[config.mk]
export PLATFORM = sky130hd
export DESIGN_NAME = dsadc_sequencer
export DESIGN_NICKNAME = d
export VERILOG_FILES = /design/src/logic/dsadc_bcd_digit.v /design/src/logic/dsadc_sequencer.v
export VERILOG_INCLUDE_DIRS = /design/src /design/src/logic
export SDC_FILE = /design/constraint.sdc
export NUM_CORES = 1
export LEC_CHECK = 0
export ABC_AREA = 1
export BUFFER_PORTS_ARGS = -buffer_cell sky130_fd_sc_hd__buf_2
export CAP_MARGIN = 20
export CORE_ASPECT_RATIO = 1.2
export CORE_MARGIN = 2
export CORE_UTILIZATION = 45
export CTS_BUF_LIST = sky130_fd_sc_hd__clkbuf_8 sky130_fd_sc_hd__clkbuf_16
export DETAILED_ROUTE_END_ITERATION = 10
export PLACE_DENSITY = 0.61
export SYNTH_ARGS = -nofsm -noshare
export SYNTH_HDL_FRONTEND = slang
export SYNTH_HIERARCHICAL = 1
export SYNTH_SLANG_ARGS = --single-unit
[constraint.sdc]
create_clock -name mclk -period 3.2 [get_ports mclk]
set_input_delay 0.64 -clock mclk [delete_from_list [all_inputs] [get_ports mclk]]
set_output_delay 0.64 -clock mclk [all_outputs]
set_load 0.01 [all_outputs]
[src/logic/dsadc_defs.vh]
// constants for the dual-slope converter sequencer
`ifndef DSADC_DEFS_VH
`define DSADC_DEFS_VH
// ----------------------------------------------------------------
// timing: clock rates, phase lengths in pulses of the 100 kHz conversion clock, chopper divider as log2
// ----------------------------------------------------------------
`define DSADC_CONV_CLK_HZ    100000
`define DSADC_MCLK_HZ        125000000
`define DSADC_AZ_COUNTS      10000
`define DSADC_SI_COUNTS      10000
`define DSADC_RI_COUNTS      20000
`define DSADC_CHOP_DIV_LOG2  8
// ----------------------------------------------------------------
// phase one-hot codes
// ----------------------------------------------------------------
`define DSADC_ST_AZ          3'h1
`define DSADC_ST_SI          3'h2
`define DSADC_ST_RI          3'h4
// ----------------------------------------------------------------
// reading layout and range codes
// ----------------------------------------------------------------
`define DSADC_DIGITS         5
`define DSADC_DIGIT_W        4
`define DSADC_DEC_MAX        4'h9
`define DSADC_SCAN_COUNTS    5'h14
`define DSADC_OVR_BCD        20'h20000
`define DSADC_RANGE_TOP_I    3'h5
`endif

[src/logic/dsadc_bcd_digit.v]
// one decade of the BCD reference-integrate counter
`timescale 1ns/10ps
module dsadc_bcd_digit
(
	mclk,
	resetn,
	clr,
	inc,
	digit,
	carry
);
`include "dsadc_defs.vh"
	input  wire       mclk;
	input  wire       resetn;
	input  wire       clr;
	input  wire       inc;
	output wire [3:0] digit;
	output wire       carry;

	reg [3:0] digit_q;

	// carry out while this decade wraps
	assign carry = inc & (digit_q == `DSADC_DEC_MAX);
	assign digit = digit_q;

	// clear wins over counting so each reading starts at zero
	always @(posedge mclk or negedge resetn)
	begin
		if (!resetn)
			digit_q <= 4'h0;
		else if (clr)
			digit_q <= 4'h0;
		else if (carry)
			digit_q <= 4'h0;
		else if (inc)
			digit_q <= digit_q + 4'h1;
	end
endmodule

[src/logic/dsadc_sequencer.v]
// dual-slope sequencer, chopper drive and multiplexed BCD reading
`timescale 1ns/10ps
// Behaviour
// - all phase lengths and counts are in pulses of the 100 kHz tick
// - chopper drive is the 100 kHz tick divided to about 390 Hz
// - chopper drive comes out as two complementary phases
// - demodulator drive is synchronous with the modulator drive
// - demodulator uses the very same phase as the second modulator switch
// - phases cycle auto-zero, signal-integrate, reference-integrate, repeat
// - auto-zero lasts 10000 pulses plus whatever is left of the reference window
// - signal-integrate lasts 10000 pulses, input connected
// - reference-integrate picks ground or double reference by polarity
// - count pulses from reference start to baseline, latch as reading
// - reference window is 20000 pulses at most, full scale
// - rest of window after baseline is spent in auto-zero
// - gain ten on every current range except top range, gain hundred
// - latched reading leaves as five BCD digits, one at a time
module dsadc_sequencer
#(
	parameter AZ_COUNTS = `DSADC_AZ_COUNTS,
	parameter SI_COUNTS = `DSADC_SI_COUNTS,
	parameter RI_COUNTS = `DSADC_RI_COUNTS
)
(
	mclk,
	resetn,
	conv_tick,
	comp_above,
	current_mode,
	range_sel,
	az_switch,
	si_switch,
	ref_ground,
	ref_double,
	modulator_switch_a,
	modulator_switch_b,
	demod_switch,
	gain_x10,
	gain_x100,
	reading_valid,
	overrange,
	polarity_neg,
	digit_bcd,
	digit_sel
);
`include "dsadc_defs.vh"
	input  wire        mclk;
	input  wire        resetn;
	input  wire        conv_tick;
	input  wire        comp_above;
	input  wire        current_mode;
	input  wire [2:0]  range_sel;
	output wire        az_switch;
	output wire        si_switch;
	output wire        ref_ground;
	output wire        ref_double;
	output wire        modulator_switch_a;
	output wire        modulator_switch_b;
	output wire        demod_switch;
	output wire        gain_x10;
	output wire        gain_x100;
	output wire        reading_valid;
	output wire        overrange;
	output wire        polarity_neg;
	output wire [3:0]  digit_bcd;
	output wire [4:0]  digit_sel;

	localparam ST_AZ = `DSADC_ST_AZ;
	localparam ST_SI = `DSADC_ST_SI;
	localparam ST_RI = `DSADC_ST_RI;
	localparam DIV_W = `DSADC_CHOP_DIV_LOG2;

	// ----------------------------------------------------------------
	// state and counters
	// ----------------------------------------------------------------
	reg  [2:0]  state_q;
	reg  [2:0]  state_d;
	reg  [14:0] phase_cnt_q;
	reg  [14:0] phase_cnt_d;
	reg  [14:0] extra_len_q;
	reg  [14:0] extra_len_d;
	reg         pol_q;
	reg         baseline_q;
	reg  [DIV_W-1:0] chop_div_q;
	reg  [19:0] latch_q;
	reg         over_q;
	reg         valid_q;
	reg         latch_pol_q;
	reg  [4:0]  scan_cnt_q;
	reg  [4:0]  sel_q;
	reg  [3:0]  bcd_q;
	reg         mod_a_q;
	reg         mod_b_q;
	reg         gx10_q;
	reg         gx100_q;
	wire [19:0] count_bcd;
	wire [4:0]  carries;
	wire        cnt_clr;
	wire        cnt_inc;
	wire        ri_end;
	wire        baseline_hit;

	// ----------------------------------------------------------------
	// chopper divider
	// ----------------------------------------------------------------
	// binary 256 divider runs off the same tick as the sequencer,
	// so chopper edges fall on sequencer ticks; it is never restarted, so its phase drifts against the 40000-pulse frame
	always @(posedge mclk or negedge resetn)
	begin
		if (!resetn)
			chop_div_q <= {DIV_W{1'b0}};
		else if (conv_tick)
			chop_div_q <= chop_div_q + {{(DIV_W-1){1'b0}}, 1'b1};
	end

	// two opposite phases from flops; demod follows phase b
	always @(posedge mclk or negedge resetn)
	begin
		if (!resetn)
		begin
			mod_a_q <= 1'b0;
			mod_b_q <= 1'b1;
		end
		else
		begin
			mod_a_q <= chop_div_q[DIV_W-1];
			mod_b_q <= ~chop_div_q[DIV_W-1];
		end
	end

	assign modulator_switch_a = mod_a_q;
	assign modulator_switch_b = mod_b_q;
	assign demod_switch       = mod_b_q;

	// ----------------------------------------------------------------
	// phase sequencer
	// ----------------------------------------------------------------
	assign baseline_hit = (state_q == ST_RI) & conv_tick & ~baseline_q &
		(comp_above != pol_q);
	assign ri_end = (state_q == ST_RI) & conv_tick &
		(baseline_hit | (phase_cnt_q == RI_COUNTS[14:0] - 15'h1));

	// next state; leftover window time is added to the next auto-zero
	always @*
	begin
		state_d     = state_q;
		phase_cnt_d = phase_cnt_q;
		extra_len_d = extra_len_q;
		if (conv_tick)
		begin
			phase_cnt_d = phase_cnt_q + 15'h1;
			case (state_q)
			ST_AZ:
				if (phase_cnt_q == AZ_COUNTS[14:0] + extra_len_q
					- 15'h1)
				begin
					state_d     = ST_SI;
					phase_cnt_d = 15'h0;
					extra_len_d = 15'h0;
				end
			ST_SI:
				if (phase_cnt_q == SI_COUNTS[14:0] - 15'h1)
				begin
					state_d     = ST_RI;
					phase_cnt_d = 15'h0;
				end
			ST_RI:
				if (ri_end)
				begin
					state_d     = ST_AZ;
					phase_cnt_d = 15'h0;
					extra_len_d = RI_COUNTS[14:0] - phase_cnt_q
						- 15'h1;
				end
			default:
			begin
				state_d     = ST_AZ;
				phase_cnt_d = 15'h0;
			end
			endcase
		end
	end

	always @(posedge mclk or negedge resetn)
	begin
		if (!resetn)
		begin
			state_q     <= ST_AZ;
			phase_cnt_q <= 15'h0;
			extra_len_q <= 15'h0;
		end
		else
		begin
			state_q     <= state_d;
			phase_cnt_q <= phase_cnt_d;
			extra_len_q <= extra_len_d;
		end
	end

	// polarity caught on the last integrate tick; baseline flag per window
	always @(posedge mclk or negedge resetn)
	begin
		if (!resetn)
		begin
			pol_q      <= 1'b0;
			baseline_q <= 1'b0;
		end
		else
		begin
			if ((state_q == ST_SI) & conv_tick &
				(phase_cnt_q == SI_COUNTS[14:0] - 15'h1))
			begin
				pol_q      <= comp_above;
				baseline_q <= 1'b0;
			end
			else if (baseline_hit)
				baseline_q <= 1'b1;
		end
	end

	// switch drives decode straight from state and polarity flops
	assign az_switch  = (state_q == ST_AZ);
	assign si_switch  = (state_q == ST_SI);
	assign ref_ground = (state_q == ST_RI) & ~pol_q;
	assign ref_double = (state_q == ST_RI) & pol_q;

	// ----------------------------------------------------------------
	// reading counter and latch
	// ----------------------------------------------------------------
	assign cnt_clr = (state_q == ST_SI);
	assign cnt_inc = (state_q == ST_RI) & conv_tick & ~baseline_hit;

	genvar gi;
	generate
		for (gi = 0; gi < `DSADC_DIGITS; gi = gi + 1)
		begin : g_dec
			wire inc_i;
			if (gi == 0)
				assign inc_i = cnt_inc;
			else
				assign inc_i = carries[gi-1];
			dsadc_bcd_digit u_dig
			(
				.mclk   (mclk),
				.resetn (resetn),
				.clr    (cnt_clr),
				.inc    (inc_i),
				.digit  (count_bcd[gi*4+3:gi*4]),
				.carry  (carries[gi])
			);
		end
	endgenerate

	// latch on baseline or at the window limit (overrange)
	always @(posedge mclk or negedge resetn)
	begin
		if (!resetn)
		begin
			latch_q     <= 20'h0;
			over_q      <= 1'b0;
			valid_q     <= 1'b0;
			latch_pol_q <= 1'b0;
		end
		else if (ri_end)
		begin
			latch_q     <= baseline_hit ? count_bcd : `DSADC_OVR_BCD;
			over_q      <= ~baseline_hit;
			valid_q     <= 1'b1;
			latch_pol_q <= pol_q;
		end
	end

	assign reading_valid = valid_q;
	assign overrange     = over_q;
	assign polarity_neg  = latch_pol_q;

	// ----------------------------------------------------------------
	// digit multiplex
	// ----------------------------------------------------------------
	// each digit held for a fixed number of ticks, most significant first
	always @(posedge mclk or negedge resetn)
	begin
		if (!resetn)
		begin
			scan_cnt_q <= 5'h0;
			sel_q      <= 5'h10;
		end
		else if (conv_tick)
		begin
			if (scan_cnt_q == `DSADC_SCAN_COUNTS - 5'h1)
			begin
				scan_cnt_q <= 5'h0;
				sel_q      <= {sel_q[0], sel_q[4:1]};
			end
			else
				scan_cnt_q <= scan_cnt_q + 5'h1;
		end
	end

	always @(posedge mclk or negedge resetn)
	begin
		if (!resetn)
			bcd_q <= 4'h0;
		else if (sel_q[4])
			bcd_q <= latch_q[19:16];
		else if (sel_q[3])
			bcd_q <= latch_q[15:12];
		else if (sel_q[2])
			bcd_q <= latch_q[11:8];
		else if (sel_q[1])
			bcd_q <= latch_q[7:4];
		else
			bcd_q <= latch_q[3:0];
	end

	assign digit_bcd = bcd_q;
	assign digit_sel = sel_q;

	// ----------------------------------------------------------------
	// chopper gain for current ranges
	// ----------------------------------------------------------------
	always @(posedge mclk or negedge resetn)
	begin
		if (!resetn)
		begin
			gx10_q  <= 1'b0;
			gx100_q <= 1'b0;
		end
		else
		begin
			gx100_q <= current_mode & (range_sel == `DSADC_RANGE_TOP_I);
			gx10_q  <= current_mode & (range_sel != `DSADC_RANGE_TOP_I);
		end
	end

	assign gain_x10  = gx10_q;
	assign gain_x100 = gx100_q;
endmodule

## Word-level counts from Yosys, hierarchy flattened

Index checks and enable logic that the tools add are counted.

- Register bits: 104
- Bits of input ports: 8
- Output and inout port bits: 21
- Logic and storage cells: 117

- Add/sub/neg operators: 12
- Equality and inequality tests: 18
- Mux-type cells: 34
- Bitwise logic cells: 21
- Reduce and logical (&&, ||, !) cells: 10

Operator list:

| kind | count |
|---|---|
| $mux 4 | 19 |
| $mux 15 | 5 |
| $pmux 15 s3 | 1 |
| $pmux 15 s2 | 1 |
| $sub 15x1->15 const B | 2 |
| $add 4x1->4 const B | 5 |
| $eq 4x4->1 const B | 5 |
| $mux 20 | 1 |
| $and 1x1->1 | 16 |
| $add 14x15->15 const A | 1 |
| $add 15x1->15 const B | 1 |
| $eq 15x14->1 const B | 1 |
| $eq 15x15->1 | 1 |
| $eq 15x15->1 const B | 1 |
| $reduce_bool 3->1 | 5 |
| $sub 15x15->15 const A | 1 |
| $mux 3 | 3 |
| $pmux 3 s3 | 1 |
| $add 8x1->8 const B | 1 |
| $reduce_and 4->1 | 2 |
| $eq 3x3->1 const B | 2 |
| $add 5x1->5 const B | 1 |
| $eq 5x5->1 const B | 1 |
| $mux 5 | 1 |
| 11 further kinds | 17 |

## Depth between registers and ports, before layout

- Depth in word-level cells: 13
- Gate-level depth with buffers: 17
- Depth with buffers taken out: 16

## By module

Netlist, hierarchy kept.

By module, submodules not included:

| module | times used | cells each | area an instance (um2) | sequential area each (um2) |
|---|---|---|---|---|
| dsadc_sequencer | 1 | 561 | 4,611.9 | 2,105.8 |
| dsadc_bcd_digit | 5 | 38 | 279.0 | 100.1 |

## Worst setup path before layout

OpenSTA, ideal clock, no wires.

- Path type: input to register
- From: input conv_tick
- To: register g_dec[4].u_dig.digit_q[2]
- Setup time: 0.119 ns
- Arrival: 2.686 ns
- Data required time: 3.081 ns
- Setup slack: 0.395 ns
- Cell stages on the path: 16
- Buffers on the path: 1
- Cell sequence: inv_1 clkbuf_1 nor3_1 nand2_2 nor2_4 nand2_2 nor2_4 nand2_2 nor2_4 nand2_2 nor2_4 nor2_2 nor2_1 nand2_1 nand2_1 nor2_1

- Cells in the longest elaborated chain, start to end: 12
- Elaborated cells between the ends (all ways): 13
- Classes of those cells: mux (2); bitwise (10); reduce/logical (1)

Ends and longest elaborated chain:

| what | RTL line | text |
|---|---|---|
| start: declaration | dsadc_sequencer.v:49 | `input wire conv_tick;` |
| $and 1x1->1 (*) | dsadc_sequencer.v:138, dsadc_sequencer.v:231 |  |
| $and 1x1->1 (2 in a row) | dsadc_sequencer.v:138 | `assign baseline_hit = (state_q == ST_RI) & conv_tick & ~baseline_q &` |
| $not 1->1 | dsadc_sequencer.v:231 | `assign cnt_inc = (state_q == ST_RI) & conv_tick & ~baseline_hit;` |
| $and 1x1->1 (*) | dsadc_sequencer.v:231 |  |
| via cnt_inc | dsadc_sequencer.v:99 | `wire cnt_inc;` |
| $and 1x1->1 (*) | dsadc_bcd_digit.v:23 | `` assign carry = inc & (digit_q == `DSADC_DEC_MAX); `` |
| via carries[0] | dsadc_sequencer.v:97 | `wire [4:0] carries;` |
| $and 1x1->1 (*) | dsadc_bcd_digit.v:23 |  |
| via carries[1] | dsadc_sequencer.v:97 |  |
| $and 1x1->1 (*) | dsadc_bcd_digit.v:23 |  |
| via carries[2] | dsadc_sequencer.v:97 |  |
| $and 1x1->1 (*) | dsadc_bcd_digit.v:23 |  |
| via carries[3] | dsadc_sequencer.v:97 |  |
| $and 1x1->1 | dsadc_bcd_digit.v:23 |  |
| $mux 4 | dsadc_bcd_digit.v:33 | `else if (carry)` |
| $mux 4 | dsadc_bcd_digit.v:31 | `else if (clr)` |
| end signal: assignment | dsadc_bcd_digit.v:36 | `digit_q <= digit_q + 4'h1;` |
| end: declaration | dsadc_bcd_digit.v:20 | `reg [3:0] digit_q;` |

The timed path passes the listed nets; every way through them passes the cells marked *.
A chain may end at the register's enable or synchronous reset.

## Final worst setup path

- From: register state_q[1]
- To: register g_dec[4].u_dig.digit_q[0]

- Cells in the longest elaborated chain, start to end: 13
- Elaborated cells between the ends (all ways): 15
- Classes of those cells: eq/ne (2); mux (2); bitwise (10); reduce/logical (1)

Ends and longest elaborated chain:

| what | RTL line | text |
|---|---|---|
| start: declaration | dsadc_sequencer.v:76 | `reg [2:0] state_q;` |
| start signal: assignment | dsadc_sequencer.v:194 | `state_q <= state_d;` |
| $eq 3x3->1 (*) | dsadc_sequencer.v:138, dsadc_sequencer.v:231 |  |
| $and 1x1->1 (*) | dsadc_sequencer.v:138, dsadc_sequencer.v:231 |  |
| $and 1x1->1 (2 in a row) | dsadc_sequencer.v:138 |  |
| $not 1->1 | dsadc_sequencer.v:231 |  |
| $and 1x1->1 (*) | dsadc_sequencer.v:231 |  |
| via cnt_inc | dsadc_sequencer.v:99 |  |
| $and 1x1->1 (*) | dsadc_bcd_digit.v:23 |  |
| via carries[0] | dsadc_sequencer.v:97 |  |
| (+1 left out) | - |  |
| via carries[1] | dsadc_sequencer.v:97 |  |
| $and 1x1->1 (*) | dsadc_bcd_digit.v:23 |  |
| via carries[2] | dsadc_sequencer.v:97 |  |
| $and 1x1->1 (*) | dsadc_bcd_digit.v:23 |  |
| via carries[3] | dsadc_sequencer.v:97 |  |
| $and 1x1->1 (*) | dsadc_bcd_digit.v:23 |  |
| via carries[4] | dsadc_sequencer.v:97 |  |
| $mux 4 | dsadc_bcd_digit.v:33 |  |
| $mux 4 | dsadc_bcd_digit.v:31 |  |

Marked as above.

==> results summary <==
29 I/O pins were placed. The async set-or-reset flop fraction in the synthesized netlist came out at 100%. The capture instance of the worst register-to-register path is g_dec[4].u_dig/digit[0]. The cell count after synthesis is between 700 and 800. The number of vias in the routed layout came out at ~4,800.

The finished cells cover 6660 µm². The required time reported for the critical path endpoint came out at roughly 3500 ps. The synthesis-stage register bit count is ~100. The post-synthesis cell type count is 40. Cell internal power was estimated by the tool at roughly 3 mW. The final core utilization came out at about half. The total overflow reported by the global router came out at 0. In the global route stage, overall resource usage came out at between 10% and 20%. The final routed wirelength across all metal layers is about 13,000 µm. The DRC violations left came out at 0. The root buffer cell chosen for the clock tree is clkbuf_16. The repair_antennas step left the layout with diodes totalling 0.

The iteration count of the initial detailed-routing pass is 5. The final cell count without fillers is around 950. The post-place instance area is 6300 µm². The initial antenna violation count is 0. STA puts the critical path data arrival time at around 3000 ps. The post-layout total power is around 4.8 mW. The sequential-to-total area share from yosys stat is a little over two fifths. Dividing the detail-routed via count by the number of cells gives approximately 5.1. The die outline width came out at 109 µm. The flow ran to the end, and the final reports show no timing, DRC or antenna violations. In this run the worst hold path is classified as in -> async. By startpoint and endpoint, the worst setup path is classified as reg -> reg.

In this run the tool buffered the top-level ports with 28 buffer cells. The power spent charging and discharging nets is 1.74 mW. Setup violations remaining at the end of the flow were counted as 0. The count of hold-fix buffers inserted at cts is 0. CTS built an H-tree with a depth of 3. The final period utilization is 84.9%.

The synthesized netlist net count came out at around 780. Setup repair after global routing left no endpoint under its margin. The transition at the pin with the smallest max-transition slack is slightly above 700 ps. The count of placed standard cells including taps is a little over 900. The largest driver fanout on the critical path is 8.

The met3 wire length is about 270 µm. The number of inserted filler cells in the final layout came out at 1,279. The synthesized netlist devotes between 3 and 4% of its cell area to adder and majority cells.

The remaining antenna violation count after routing came out at 0. The relative contribution of combinational cells to total power came out at about a third. The first global-routing pass estimated between 20,000 and 25,000 µm of wire. The main combinational cell family by area after synthesis is simple AND/OR/NAND/NOR gates. The setup clock skew after layout came out at approximately 5.6 ps. The summed instance area of the synthesized netlist is 6010 µm². The worst register-to-register path begins at state_q[1].

The number of clock buffers added by TritonCTS is 9. The time the final worst path needs with I/O delays and setup came out at between 2000 and 3000 ps. The detailed route wirelength on metal2 came out at 6470 µm. The number of enable-type register cells in the synthesized netlist is 0. The number of buffers inserted to repair setup after CTS is 0.

The clock transition time at the flip-flop clock pins of the worst setup and hold paths came out at roughly 70 ps. The synthesized-area fraction occupied by xor and xnor cells is approximately 4%. The floorplan has between 40 and 50 rows. After synthesis, the mean cell area works out to around 8 µm². The floorplan step defined a die boundary enclosing approximately 14,000 µm². The number of gates given a new drive strength after cts came out at 0. The hold violation total from the final report is 0. Leaving out fill and tap cells, the most frequent cell in the layout is nand2_1.

The peak supply drop came out at approximately 0.00034 V. The mux share of post-synthesis cell area is less than 1%. The wire length on met1 is between 5000 and 6000 µm.

For this block, the initial DRC count from the detailed router was 197. The clock network latency to the later pin of the worst-skew pair is approximately 350 ps. The max-capacitance violation count came out at 0.

The share of synthesized cell area in and, or, nand and nor gates came out at 29.7%. The y dimension of the die is 131 µm. The pin count of the biggest net entering global routing came out at 54. The setup TNS after final layout came out at 0 ps.

The final-report max-slew violation count is 0. In the synthesized netlist the dominant register cell turns out to be dfrtp_1. After detailed routing, the average wire length per cell comes to between 10 and 15 µm. The fraction of layout cells with a size suffix above 1 came out at about 16%. For this run, the number of Yosys warnings is 6.

The final worst hold slack came out at about 340 ps. The type of element capturing the critical path is a flop. The top layer reached by signal wires is met4. The achievable clock frequency is 368 MHz. Measured in cells, the most critical reg-to-reg path has a length of 16. Leaving out fill and tap cells, the most frequent cells in the layout are nand2_1, dfrtp_1, inv_1, nor2_1, nand3_1.

Once the floorplan was initialized, standard cells occupied between 40% and 50% of the core. The worst setup path is launched from a flop. OpenSTA, run right after detailed placement, puts the worst setup slack at 239 ps. After floorplanning, the core was sized to cover ~13,000 µm².

The power density over cell area is 714 nW/µm². The register-to-register path setup slack is a little under 500 ps. The area overhead of the layout relative to synthesis came out at 10.8%. The post-synthesis compound-gate area fraction is 10.5%. In this run the deepest clock path goes through 2 buffers. The sequential share of power is 39.0%.

The total half-perimeter wirelength after legalization and detailed placement came out at approximately 9200 µm. In the final design database the tool counted between 700 and 800 nets. The post-layout worst setup margin came out at about 480 ps.

The clock network is responsible for about 28% of the overall power. The switching share of total power is 36.7%. The number of global-route vias before repair is 4,572.

The global placer's final weighted congestion came out at 0.820. Summed over all cells, the static leakage comes to between 3 and 4 nW. The number of sinks on the clock net came out at 104. The normalized max-slew margin is between 50% and 60%. TritonCTS built the clock tree.
==> power by group through the flow <==
stage / logic (mW) / registers, mW / clock network, mW
after floorplan: 1.20 / 1.84 / 0
after global placement: 1.55 / 1.86 / 0
after detailed placement: 1.59 / 1.87 / 0
after CTS: 1.59 / 1.85 / 1.36
after global routing: 1.80 / 1.90 / 1.40
final: 1.57 / 1.85 / 1.33
==> worst max path at each step <==
stage	from	to	slack, ps
2_1_floorplan	conv_tick	g_dec[4].u_dig/digit[2]	400
4_1_cts	state_q[1]	g_dec[4].u_dig/digit[0]	440
3_5_place_dp	comp_above	g_dec[4].u_dig/digit[0]	240
3_3_place_gp	comp_above	g_dec[4].u_dig/digit[3]	340
5_1_grt	state_q[1]	g_dec[4].u_dig/digit[2]	220
6_report	state_q[1]	g_dec[4].u_dig/digit[0]	480
==> cells by family (layout without fill, tap and decap cells) <==
logic type / after synthesis / after routing
AOI/OAI and AO/OA: 99 / 99
xor gates and xnor gates: 28 / 28
adders and majority gates: 16 / 16
buffers and inverters: 126 / 154
DFF: 104 / 104
muxes: 2 / 2
and+or+nand+nor: 376 / 376
==> worst max-delay path, cell delays in order, from the launching register on <==
cell     delay (ps)
dfrtp_1         400
inv_1           100
nand3_2         170
nor3_1          340
nand2_2         130
nor2_4          210
nand2_2         100
nor2_4          200
nand2_2         100
nor2_4          190
nand2_2         100
nor2_4          190
nand2_2         100
nor2_4          130
nor2_4           40
nand2_1          60
nand2_1          40
==> cell usage after synthesis (14+ instances only) <==
library cell	count	area (µm²)
xor2_1	18	158
o21ai_0	25	125
nand3_1	42	210
nand4_1	14	87.6
o21ai_2	15	131
nand2_1	209	785
dfrtp_1	101	2530
a21oi_1	18	90.1
inv_1	97	364
o21ai_1	14	70.1
nor2_1	46	173
ha_1	16	200
==> registers in the layout (all words and copies together) (netlist names), 3 cells and up <==
signal	flops
g_dec.u_dig/digit	20
phase_cnt_q	15
chop_div_q	8
extra_len_q	15
digit_bcd	4
scan_cnt_q	5
digit_sel	5
latch_q	20
state_q	3
==> area by class of cell <==
class                   instances  area (µm²)  area share (%)
repair buffers                 34         200            3.01
clock inverters                 6         133            1.99
multi-input cells             521        2890            43.4
flip-flops and latches        104        2610            39.2
well taps                     168         210            3.16
clock buffers                   9         225            3.38
inverters                     105         394            5.92
==> layer usage <==
metal,track usage (%),vias up
met3,2.48,17
met5,0,-
met2,33.8,57
met4,7.30,0
li1,-,2440
met1,23.8,2304
(Power assumes the default switching activity.)
